==> src/pwp_map.svh <==
// Register offsets, field positions, reset values and timing counts of the PLL/precomp block
`ifndef PWP_MAP_SVH
`define PWP_MAP_SVH

`define PWP_CLK_PERIOD_NS 100
`define PWP_NS_TO_MIN_CYC(ns) ((((ns) + `PWP_CLK_PERIOD_NS - 1) / `PWP_CLK_PERIOD_NS) < 1 ? \
  1 : (((ns) + `PWP_CLK_PERIOD_NS - 1) / `PWP_CLK_PERIOD_NS))
`define PWP_NS_TO_MAX_CYC(ns) (((ns) / `PWP_CLK_PERIOD_NS) < 1 ? 1 : ((ns) / `PWP_CLK_PERIOD_NS))

`define PWP_REG_MODE 4'h0
`define PWP_REG_RATE 4'h1
`define PWP_REG_STATUS 4'h2
`define PWP_MODE_PUMP_BIT 0
`define PWP_MODE_XRG_BIT 1
`define PWP_MODE_RESET 8'h00
`define PWP_RATE_RESET 2'h2
`define PWP_ST_LOCK_BIT 0
`define PWP_ST_PUMP_BIT 1
`define PWP_ST_RATE_LSB 2
`define PWP_ST_SCALE_BIT 4
`define PWP_ST_UNDERRUN_BIT 5

`define PWP_N_1M 5'h04
`define PWP_N_500K 5'h08
`define PWP_N_300K 5'h10
`define PWP_N_250K 5'h10
`define PWP_DIV_4M 3'h6
`define PWP_DIV_4M8 3'h5
`define PWP_DIV_8M 3'h3

`define PWP_HALF_NS_1M 500
`define PWP_HALF_NS_500K 1000
`define PWP_HALF_NS_300K 1667
`define PWP_HALF_NS_250K 2000
`define PWP_PC_NS_83 83
`define PWP_PC_NS_125 125
`define PWP_PC_NS_208 208
`define PWP_PC_NS_250 250
`define PWP_RELOCK_NS 1000

`endif

==> src/pwp_pkg.sv <==
// Types shared by the PLL/precomp block
package pwp_pkg;
  typedef enum logic [1:0] {
    PWP_RATE_500K = 2'h0,
    PWP_RATE_300K = 2'h1,
    PWP_RATE_250K = 2'h2,
    PWP_RATE_1M = 2'h3
  } pwp_rate_e;
  typedef enum logic [2:0] {
    PWP_SEQ_REF = 3'h1,
    PWP_SEQ_HUNT = 3'h2,
    PWP_SEQ_TRACK = 3'h4
  } pwp_seq_e;
  typedef enum logic [1:0] {
    PWP_TAP_EARLY = 2'h0,
    PWP_TAP_NOMINAL = 2'h1,
    PWP_TAP_LATE = 2'h2
  } pwp_tap_e;
endpackage : pwp_pkg

==> src/pwp_stream_if.sv <==
// Valid/ready stream between the write buffer and the write engine
`timescale 1ns/100ps
interface pwp_stream_if #(parameter int W = 1);
  logic valid;
  logic ready;
  logic [W-1:0] data;
  modport src(output valid, output data, input ready);
  modport snk(input valid, input data, output ready);
endinterface : pwp_stream_if

==> src/pwp_pll_ctrl.sv <==
// PLL control, filter and clock selection, and precompensated MFM write path
`timescale 1ns/100ps
`include "pwp_map.svh"
module pwp_pll_ctrl #(
  parameter int BUF_DEPTH = 2,
  parameter int RELOCK_CYCLES = `PWP_NS_TO_MIN_CYC(`PWP_RELOCK_NS)
) (
  input wire logic clk,
  input wire logic arst_n,
  input wire logic [3:0] reg_addr,
  input wire logic [7:0] reg_wdata,
  input wire logic reg_we,
  input wire logic reg_re,
  output logic [7:0] reg_rdata,
  input wire logic drive_kind_pin,
  input wire logic pump_or_precomp_select_pin_i,
  output logic pump_or_precomp_select_pin_o,
  output logic pump_or_precomp_select_pin_oe,
  input wire logic charge_pump_active,
  input wire logic id_search_active,
  input wire logic sep_locking,
  input wire logic preamble_pattern,
  input wire logic preamble_locked,
  input wire logic ext_read_gate,
  output logic lock_to_data,
  output logic [4:0] vco_divide_n,
  output logic vco_center_4p8,
  output logic [2:0] prescale_div,
  output logic low_rate_filter_switch,
  output logic mid_rate_filter_switch,
  input wire logic write_gate,
  input wire logic wr_bit_valid,
  output logic wr_bit_ready,
  input wire logic wr_bit,
  output logic write_data_out
);
  localparam int RW = (RELOCK_CYCLES > 1) ? $clog2(RELOCK_CYCLES + 1) : 1;

  logic [7:0] mode_reg;
  pwp_pkg::pwp_rate_e rate_reg;
  logic underrun_reg;
  logic scale_sel_reg;
  logic pump_reg;
  pwp_pkg::pwp_seq_e seq_reg;
  pwp_pkg::pwp_seq_e seq_next;
  logic [RW-1:0] relock_cnt_reg;
  pwp_pkg::pwp_rate_e eff_rate;
  logic pump_mon_en;
  logic xrg_en;
  logic [5:0] half_cnt_reg;
  logic [5:0] half_cycles;
  logic phase_reg;
  logic [2:0] hist_reg;
  logic boundary;
  logic bit_start;
  logic new_bit;
  logic pulse;
  pwp_pkg::pwp_tap_e tap;
  logic [2:0] pc_cycles;
  logic write_bit_taken;

  pwp_stream_if #(.W(1)) strm ();

  function automatic pwp_pkg::pwp_rate_e eff_rate_of(input pwp_pkg::pwp_rate_e r,
                                                     input logic kind);
    if (r == pwp_pkg::PWP_RATE_300K && !kind) begin
      eff_rate_of = pwp_pkg::PWP_RATE_250K;
    end else begin
      eff_rate_of = r;
    end
  endfunction : eff_rate_of

  function automatic logic [5:0] half_cell_cycles(input pwp_pkg::pwp_rate_e r);
    case (r)
      pwp_pkg::PWP_RATE_1M: half_cell_cycles = 6'(`PWP_NS_TO_MAX_CYC(`PWP_HALF_NS_1M));
      pwp_pkg::PWP_RATE_500K: half_cell_cycles = 6'(`PWP_NS_TO_MAX_CYC(`PWP_HALF_NS_500K));
      pwp_pkg::PWP_RATE_300K: half_cell_cycles = 6'(`PWP_NS_TO_MAX_CYC(`PWP_HALF_NS_300K));
      default: half_cell_cycles = 6'(`PWP_NS_TO_MAX_CYC(`PWP_HALF_NS_250K));
    endcase
  endfunction : half_cell_cycles

  function automatic logic [2:0] precomp_cycles(input pwp_pkg::pwp_rate_e r,
                                                input logic scale);
    case (r)
      pwp_pkg::PWP_RATE_1M: precomp_cycles = 3'(`PWP_NS_TO_MIN_CYC(`PWP_PC_NS_83));
      pwp_pkg::PWP_RATE_300K: begin
        precomp_cycles = scale ? 3'(`PWP_NS_TO_MIN_CYC(`PWP_PC_NS_208)) :
          3'(`PWP_NS_TO_MIN_CYC(`PWP_PC_NS_125));
      end
      pwp_pkg::PWP_RATE_250K: begin
        precomp_cycles = scale ? 3'(`PWP_NS_TO_MIN_CYC(`PWP_PC_NS_250)) :
          3'(`PWP_NS_TO_MIN_CYC(`PWP_PC_NS_125));
      end
      default: precomp_cycles = 3'(`PWP_NS_TO_MIN_CYC(`PWP_PC_NS_125));
    endcase
  endfunction : precomp_cycles

  assign pump_mon_en = mode_reg[`PWP_MODE_PUMP_BIT];
  assign xrg_en = mode_reg[`PWP_MODE_XRG_BIT];
  assign eff_rate = eff_rate_of(rate_reg, drive_kind_pin);

  // Register writes
  always_ff @(posedge clk or negedge arst_n) begin
    if (!arst_n) begin
      mode_reg <= `PWP_MODE_RESET;
      rate_reg <= pwp_pkg::pwp_rate_e'(`PWP_RATE_RESET);
    end else if (reg_we) begin
      if (reg_addr == `PWP_REG_MODE) begin
        mode_reg <= reg_wdata;
      end
      if (reg_addr == `PWP_REG_RATE) begin
        rate_reg <= pwp_pkg::pwp_rate_e'(reg_wdata[1:0]);
      end
    end
  end

  // Underrun is sticky; a new underrun beats a write-one clear
  always_ff @(posedge clk or negedge arst_n) begin
    if (!arst_n) begin
      underrun_reg <= 1'b0;
    end else if (bit_start && !strm.valid) begin
      underrun_reg <= 1'b1;
    end else if (reg_we && reg_addr == `PWP_REG_STATUS && reg_wdata[`PWP_ST_UNDERRUN_BIT]) begin
      underrun_reg <= 1'b0;
    end
  end

  // Register reads, data one cycle after the strobe
  always_ff @(posedge clk or negedge arst_n) begin
    if (!arst_n) begin
      reg_rdata <= 8'h00;
    end else if (reg_re) begin
      case (reg_addr)
        `PWP_REG_MODE: reg_rdata <= mode_reg;
        `PWP_REG_RATE: reg_rdata <= {6'h00, rate_reg};
        `PWP_REG_STATUS: begin
          reg_rdata <= {2'h0, underrun_reg, scale_sel_reg, eff_rate, pump_reg, lock_to_data};
        end
        default: reg_rdata <= 8'h00;
      endcase
    end else begin
      reg_rdata <= 8'h00;
    end
  end

  // Shared pin: pump monitor out, or precomp scale select in
  always_ff @(posedge clk or negedge arst_n) begin
    if (!arst_n) begin
      scale_sel_reg <= 1'b0;
      pump_reg <= 1'b0;
    end else begin
      pump_reg <= charge_pump_active;
      if (!pump_mon_en) begin
        scale_sel_reg <= pump_or_precomp_select_pin_i;
      end
    end
  end

  assign pump_or_precomp_select_pin_oe = pump_mon_en;
  assign pump_or_precomp_select_pin_o = pump_mon_en & pump_reg;

  // ID search sequencer
  always_comb begin
    seq_next = seq_reg;
    case (seq_reg)
      pwp_pkg::PWP_SEQ_REF: begin
        if (id_search_active && !xrg_en && relock_cnt_reg == '0) begin
          seq_next = pwp_pkg::PWP_SEQ_HUNT;
        end
      end
      pwp_pkg::PWP_SEQ_HUNT: begin
        if (!id_search_active || xrg_en) begin
          seq_next = pwp_pkg::PWP_SEQ_REF;
        end else if (sep_locking && !preamble_pattern) begin
          seq_next = pwp_pkg::PWP_SEQ_REF;
        end else if (preamble_locked) begin
          seq_next = pwp_pkg::PWP_SEQ_TRACK;
        end
      end
      pwp_pkg::PWP_SEQ_TRACK: begin
        if (!id_search_active || xrg_en) begin
          seq_next = pwp_pkg::PWP_SEQ_REF;
        end
      end
      default: seq_next = pwp_pkg::PWP_SEQ_REF;
    endcase
  end

  always_ff @(posedge clk or negedge arst_n) begin
    if (!arst_n) begin
      seq_reg <= pwp_pkg::PWP_SEQ_REF;
    end else begin
      seq_reg <= seq_next;
    end
  end

  // Hold the reference lock for a while after a false lock
  always_ff @(posedge clk or negedge arst_n) begin
    if (!arst_n) begin
      relock_cnt_reg <= '0;
    end else if (seq_reg == pwp_pkg::PWP_SEQ_HUNT && seq_next == pwp_pkg::PWP_SEQ_REF &&
                 id_search_active && !xrg_en) begin
      relock_cnt_reg <= RW'(RELOCK_CYCLES);
    end else if (relock_cnt_reg != '0) begin
      relock_cnt_reg <= RW'(relock_cnt_reg - 1'b1);
    end
  end

  always_ff @(posedge clk or negedge arst_n) begin
    if (!arst_n) begin
      lock_to_data <= 1'b0;
    end else if (xrg_en) begin
      lock_to_data <= ext_read_gate;
    end else begin
      lock_to_data <= (seq_next != pwp_pkg::PWP_SEQ_REF);
    end
  end

  // Rate-dependent PLL, filter and clock settings
  always_ff @(posedge clk or negedge arst_n) begin
    if (!arst_n) begin
      vco_divide_n <= `PWP_N_250K;
      vco_center_4p8 <= 1'b0;
      prescale_div <= `PWP_DIV_4M;
      low_rate_filter_switch <= 1'b1;
      mid_rate_filter_switch <= 1'b0;
    end else begin
      case (eff_rate)
        pwp_pkg::PWP_RATE_1M: begin
          vco_divide_n <= `PWP_N_1M;
          prescale_div <= `PWP_DIV_8M;
        end
        pwp_pkg::PWP_RATE_500K: begin
          vco_divide_n <= `PWP_N_500K;
          prescale_div <= `PWP_DIV_4M;
        end
        pwp_pkg::PWP_RATE_300K: begin
          vco_divide_n <= `PWP_N_300K;
          prescale_div <= `PWP_DIV_4M8;
        end
        default: begin
          vco_divide_n <= `PWP_N_250K;
          prescale_div <= `PWP_DIV_4M;
        end
      endcase
      vco_center_4p8 <= (eff_rate == pwp_pkg::PWP_RATE_300K);
      mid_rate_filter_switch <= (eff_rate == pwp_pkg::PWP_RATE_500K);
      low_rate_filter_switch <= (eff_rate == pwp_pkg::PWP_RATE_250K) ||
        (eff_rate == pwp_pkg::PWP_RATE_300K);
    end
  end

  // Write path: buffer, half-cell timing, MFM pulses, precomp
  pwp_fifo2 #(.W(1), .DEPTH(BUF_DEPTH)) u_buf (
    .clk(clk),
    .arst_n(arst_n),
    .in_valid(wr_bit_valid),
    .in_ready(wr_bit_ready),
    .in_data(wr_bit),
    .out(strm)
  );

  assign half_cycles = half_cell_cycles(eff_rate);
  assign boundary = write_gate && (half_cnt_reg == 6'(half_cycles - 1'b1));
  assign bit_start = boundary && phase_reg;
  assign write_bit_taken = bit_start && strm.valid;
  assign strm.ready = bit_start;
  assign new_bit = strm.valid & strm.data[0];

  always_ff @(posedge clk or negedge arst_n) begin
    if (!arst_n) begin
      half_cnt_reg <= 6'h00;
      phase_reg <= 1'b1;
      hist_reg <= 3'h0;
    end else if (!write_gate) begin
      half_cnt_reg <= 6'h00;
      phase_reg <= 1'b1;
      hist_reg <= 3'h0;
    end else if (boundary) begin
      half_cnt_reg <= 6'h00;
      phase_reg <= ~phase_reg;
      if (bit_start) begin
        hist_reg <= {write_bit_taken & new_bit, hist_reg[2:1]};
      end
    end else begin
      half_cnt_reg <= 6'(half_cnt_reg + 1'b1);
    end
  end

  // hist_reg: [2] next bit, [1] current bit, [0] previous bit
  always_comb begin
    pulse = 1'b0;
    tap = pwp_pkg::PWP_TAP_NOMINAL;
    if (bit_start) begin
      pulse = ~hist_reg[1] & ~hist_reg[2];
    end else if (boundary) begin
      pulse = hist_reg[1];
      if (hist_reg[0] && !hist_reg[2]) begin
        tap = pwp_pkg::PWP_TAP_EARLY;
      end else if (!hist_reg[0] && hist_reg[2]) begin
        tap = pwp_pkg::PWP_TAP_LATE;
      end
    end
  end

  assign pc_cycles = precomp_cycles(eff_rate, scale_sel_reg);

  pwp_precomp_shift #(.CW(3)) u_pc (
    .clk(clk),
    .arst_n(arst_n),
    .tick_cycles(pc_cycles),
    .pulse_in(pulse),
    .tap_sel(tap),
    .wdata_out(write_data_out)
  );
endmodule : pwp_pll_ctrl

==> src/pwp_fifo2.sv <==
// Two-entry valid/ready buffer for write bits
`timescale 1ns/100ps
module pwp_fifo2 #(
  parameter int W = 1,
  parameter int DEPTH = 2
) (
  input wire logic clk,
  input wire logic arst_n,
  input wire logic in_valid,
  output logic in_ready,
  input wire logic [W-1:0] in_data,
  pwp_stream_if.src out
);
  localparam int AW = (DEPTH > 1) ? $clog2(DEPTH) : 1;
  logic [W-1:0] mem [DEPTH];
  logic [AW-1:0] wptr_reg;
  logic [AW-1:0] rptr_reg;
  logic [AW:0] count_reg;
  logic push;
  logic pop;

  function automatic logic [AW-1:0] ptr_inc(input logic [AW-1:0] p);
    ptr_inc = (p == AW'(DEPTH - 1)) ? '0 : AW'(p + 1'b1);
  endfunction : ptr_inc

  assign in_ready = (count_reg != (AW + 1)'(DEPTH));
  assign out.valid = (count_reg != '0);
  assign out.data = mem[rptr_reg];
  assign push = in_valid & in_ready;
  assign pop = out.valid & out.ready;

  always_ff @(posedge clk) begin
    if (push) begin
      mem[wptr_reg] <= in_data;
    end
  end

  always_ff @(posedge clk or negedge arst_n) begin
    if (!arst_n) begin
      wptr_reg <= '0;
      rptr_reg <= '0;
      count_reg <= '0;
    end else begin
      if (push) begin
        wptr_reg <= ptr_inc(wptr_reg);
      end
      if (pop) begin
        rptr_reg <= ptr_inc(rptr_reg);
      end
      count_reg <= (AW + 1)'(count_reg + push - pop);
    end
  end
endmodule : pwp_fifo2

==> src/pwp_precomp_shift.sv <==
// Three-stage tapped shift register that places each write pulse early, nominal or late
`timescale 1ns/100ps
module pwp_precomp_shift #(
  parameter int CW = 3
) (
  input wire logic clk,
  input wire logic arst_n,
  input wire logic [CW-1:0] tick_cycles,
  input wire logic pulse_in,
  input wire pwp_pkg::pwp_tap_e tap_sel,
  output logic wdata_out
);
  logic [CW-1:0] tick_cnt_reg;
  logic tick;
  logic pending_reg;
  logic [2:0] stage_reg;
  logic [1:0] sel_reg;

  // One stage step equals the selected precomp amount
  assign tick = (tick_cnt_reg >= CW'(tick_cycles - 1'b1));

  always_ff @(posedge clk or negedge arst_n) begin
    if (!arst_n) begin
      tick_cnt_reg <= '0;
    end else if (tick) begin
      tick_cnt_reg <= '0;
    end else begin
      tick_cnt_reg <= CW'(tick_cnt_reg + 1'b1);
    end
  end

  // A pulse arriving on a step edge is inserted at once, never dropped
  always_ff @(posedge clk or negedge arst_n) begin
    if (!arst_n) begin
      pending_reg <= 1'b0;
      sel_reg <= 2'h1;
    end else begin
      pending_reg <= tick ? 1'b0 : (pending_reg | pulse_in);
      if (pulse_in) begin
        sel_reg <= tap_sel;
      end
    end
  end

  always_ff @(posedge clk or negedge arst_n) begin
    if (!arst_n) begin
      stage_reg <= 3'h0;
    end else if (tick) begin
      stage_reg <= {stage_reg[1:0], pending_reg | pulse_in};
    end
  end

  always_ff @(posedge clk or negedge arst_n) begin
    if (!arst_n) begin
      wdata_out <= 1'b0;
    end else begin
      wdata_out <= stage_reg[sel_reg];
    end
  end
endmodule : pwp_precomp_shift

==> config.mk <==
export PLATFORM = sky130hd
export DESIGN_NAME = pwp_pll_ctrl
export DESIGN_NICKNAME = d
export VERILOG_FILES = /design/src/pwp_pkg.sv /design/src/pwp_stream_if.sv /design/src/pwp_pll_ctrl.sv /design/src/pwp_fifo2.sv /design/src/pwp_precomp_shift.sv
export VERILOG_INCLUDE_DIRS = /design/src /design/src/src
export SDC_FILE = /design/constraint.sdc
export NUM_CORES = 1
export LEC_CHECK = 0
export ABC_AREA = 1
export BUFFER_PORTS_ARGS = -buffer_cell sky130_fd_sc_hd__buf_2
export CORE_MARGIN = 3
export CORE_UTILIZATION = 50
export CTS_BUF_LIST = sky130_fd_sc_hd__clkbuf_16
export CTS_CLUSTER_SIZE = 25
export DETAILED_ROUTE_END_ITERATION = 16
export PLACE_DENSITY = 0.75
export SETUP_SLACK_MARGIN = 0.02
export SKIP_LAST_GASP = 1
export SYNTH_ARGS = -nofsm -noshare
export SYNTH_HDL_FRONTEND = slang
export SYNTH_SLANG_ARGS = --single-unit
==> constraint.sdc <==
create_clock -name clk -period 2.4 [get_ports clk]
set_input_delay 0.12 -clock clk [delete_from_list [all_inputs] [get_ports clk]]
set_output_delay 0.12 -clock clk [all_outputs]
set_load 0.01 [all_outputs]
==> results.ini <==
[synth]
ys_types = 37
ys.warnings.count = 0
synth_cells = 318
ys_seq_area_frac = 0.519
ys_top_cells_by_count = nand2_1, dfrtp_1, inv_1
async_flop_share = 0.968
synth_top_area_cell = dfrtp_1
synthFlopType = dfrtp_1
ys_ff_latch = 62
synth.avg_cell_area_um2 = 9.51
synth-edff-count = 2
netlist_area_mm2 = 0.00303
synth.most_common_cell = nand2_1
synthTopCellsByArea = dfrtp_1, nand2_1, ha_1
synth_top_area_frac = 0.438

[sta]
min_period_ps = 2300
maxSlewViolCount = 0
worst_slew_pin_slew_ps = 739
fin_crit_sh = 0.959
tns_ps = 0
skew_ps = 6.93
max_freq_mhz = 434
finalHoldViolations = 0
relSlewSlack = 0.508
finalSetupViolations = 0
rsz0062_at_grt = yes
final.setup.worst_slack_ps = 98.1

[cells_and_area]
regArea_mm2 = 0.00157
drive_gt1_frac = 0.358
syn_to_final_growth_pct = 30.4
final_cells = 469
multi_input_area_mm2 = 0.00133
fin_nets = 435
diodes = 0
fillers = 437
fin_util = 0.695
fin_area_mm2 = 0.00395

[floorplanning]
rows = 27
dieArea_mm2 = 0.00702
die_h_um = 83.8
top_level_ports = 51
die_w_um = 83.8
start_util = 0.533
core_area_mm2 = 0.00568

[drt]
routed_wl_um = 6320
drtPass1Iterations = 4
vias = 2301
ant_nets = 0
post_drt_wl_per_cell_um = 13.5
drt_first_iter_violations = 96
drc_errors = 0
viasPerCell = 4.91

[setup_path]
path_buf_inv = 2
max_stage_delay_ps = 560
reg2reg_depth = 12
worstPathArrival_ps = 2510
cp_data_required_time_ps = 2610
worst_path_max_delay_cell = dfstp_2
r2r-end = u_pc.stage_reg[2]$_DFFE_PN0N_
reg2reg_setup_slack_ps = 100
cp-end-kind = flop
path_class = flop to flop
start_kind = flop
crit_fanout = 4
crit_family = adder cells
crit_path_cell_trace = inv_4 > ha_4 > a21oi_2 > or2_4 > ha_4 > ha_4 > nand2_1 > o21ai_1 > a31oi_2 > buf_4 > nand2_2 > o21ai_2
crit_path_frequent_cell = ha_4
r2r_start = rate_reg[1]$_DFFE_PN1P_

[placement]
numPortBuffers = 48
place_congestion = 0.839
placedCellCount = 441
place_ws_ps = 55.8
hpwl_um = 4050
dpl_cell_area_mm2 = 0.00344

[cts]
numClockSinks = 62
clk_latency_ps = 330
root_buffer = clkbuf_16
clk_pin_slew_ps = 60
numCtsBuffers = 9
cts_tree = done
htree_levels = 3
clockBufferDepth = 2

[hold_path]
min_from = reg_wdata[6]
hold_depth = 2
worstHoldEndpoint = mode_reg[6]$_DFFE_PN0P_
holdCritPathClass = input port to flop

[global_route]
grt_overflow = 0
grt_pass1_vias = 2278
antenna_found_initial = 0
grt_use_total = 0.179
grt_pass1_wl_um = 9970
grt_max_degree = 61

[power]
seq_power_share = 0.347
pwr-share-clk = 0.352
power_density_mw_per_mm2 = 1050
sw_frac_of_total = 0.311
irDropWorstVdd_mv = 0.648
p_switching_mw = 1.29
leakagePower_nw = 2.05
internal_power_mw = 2.85
combPwrFrac = 0.301

[job]
cap_viol_max_count = 0

[outcome]
outcome = complete, no violations

[cell type report]
class,count,share of cell area
Clock buffer,9,0.0571
Clock inverter,7,0.0289
Inverter,57,0.0555
Multi-Input combinational cell,195,0.337
Sequential cell,62,0.398
Tap cell,72,0.0228
Timing Repair Buffer,67,0.101
[cells in the final DEF (no fill, tap or decap), types with 6 or more instances in the layout]
cell,instances
nand2_1,54
dfrtp_1,53
inv_1,49
buf_2,48
nor2_1,27
nand3_1,14
buf_4,14
nand2_2,11
o21ai_0,10
ha_1,10
clkbuf_16,9
inv_2,7
dfstp_2,7
ha_4,6
[per-layer routing]
metal,wire length (µm),up-vias,global-route usage
li1,-,1144,-
met3,267,9,0.0671
met4,104,0,0.0453
met2,3370,50,0.321
met5,0,-,0
met1,2580,1098,0.200
[power groups by stage]
| stage | Clock, mW | Sequential, mW | Combinational [mW] |
|---|---|---|---|
| floorplan | 0 | 1.45 | 0.759 |
| global placement | 0 | 1.44 | 1.04 |
| detailed placement | 0 | 1.45 | 1.08 |
| CTS | 1.49 | 1.44 | 1.11 |
| global route | 1.55 | 1.46 | 1.41 |
| finish | 1.46 | 1.44 | 1.25 |
[through the flow]
stage,hold WS [ps],power (mW)
5_1_grt,10.3,4.41
3_5_place_dp,232,2.53
4_1_cts,4.25,4.04
6_report,5.04,4.14
2_1_floorplan,-176,2.21
3_3_place_gp,231,2.48
[logic make-up after synthesis]
family / share of synthesized area
xor+xnor: 0.0318
buf+inv: 0.0848
simple gates: 0.211
compound gates: 0.0596
other cells: 0.00124
mux: 0.0261
fa+ha+maj: 0.0662
flops: 0.519
[how the worst max path moves through the flow]
stage	start	end	slack, ps	cells past startpoint
after floorplan	rate_reg[1]$_DFFE_PN1P_	u_pc.stage_reg[1]$_DFFE_PN0N_	30	13
after global placement	rate_reg[1]$_DFFE_PN1P_	u_pc.stage_reg[1]$_DFFE_PN0N_	120	13
after detailed placement	rate_reg[1]$_DFFE_PN1P_	u_pc.stage_reg[2]$_DFFE_PN0N_	60	12
after CTS	rate_reg[1]$_DFFE_PN1P_	u_pc.stage_reg[2]$_DFFE_PN0N_	60	12
after global routing	rate_reg[1]$_DFFE_PN1P_	u_buf.count_reg[1]$_DFF_PN0_	-4	15
final	rate_reg[1]$_DFFE_PN1P_	u_pc.stage_reg[2]$_DFFE_PN0N_	100	12
[what timing repair did]
item                                   CTS  global route
setup endpoints to repair                0             6
endpoints found under the hold margin   57             0
resized for setup                        0            19
hold buffers                             4             0
setup buffers                            0             8
(Power assumes the default switching activity.)
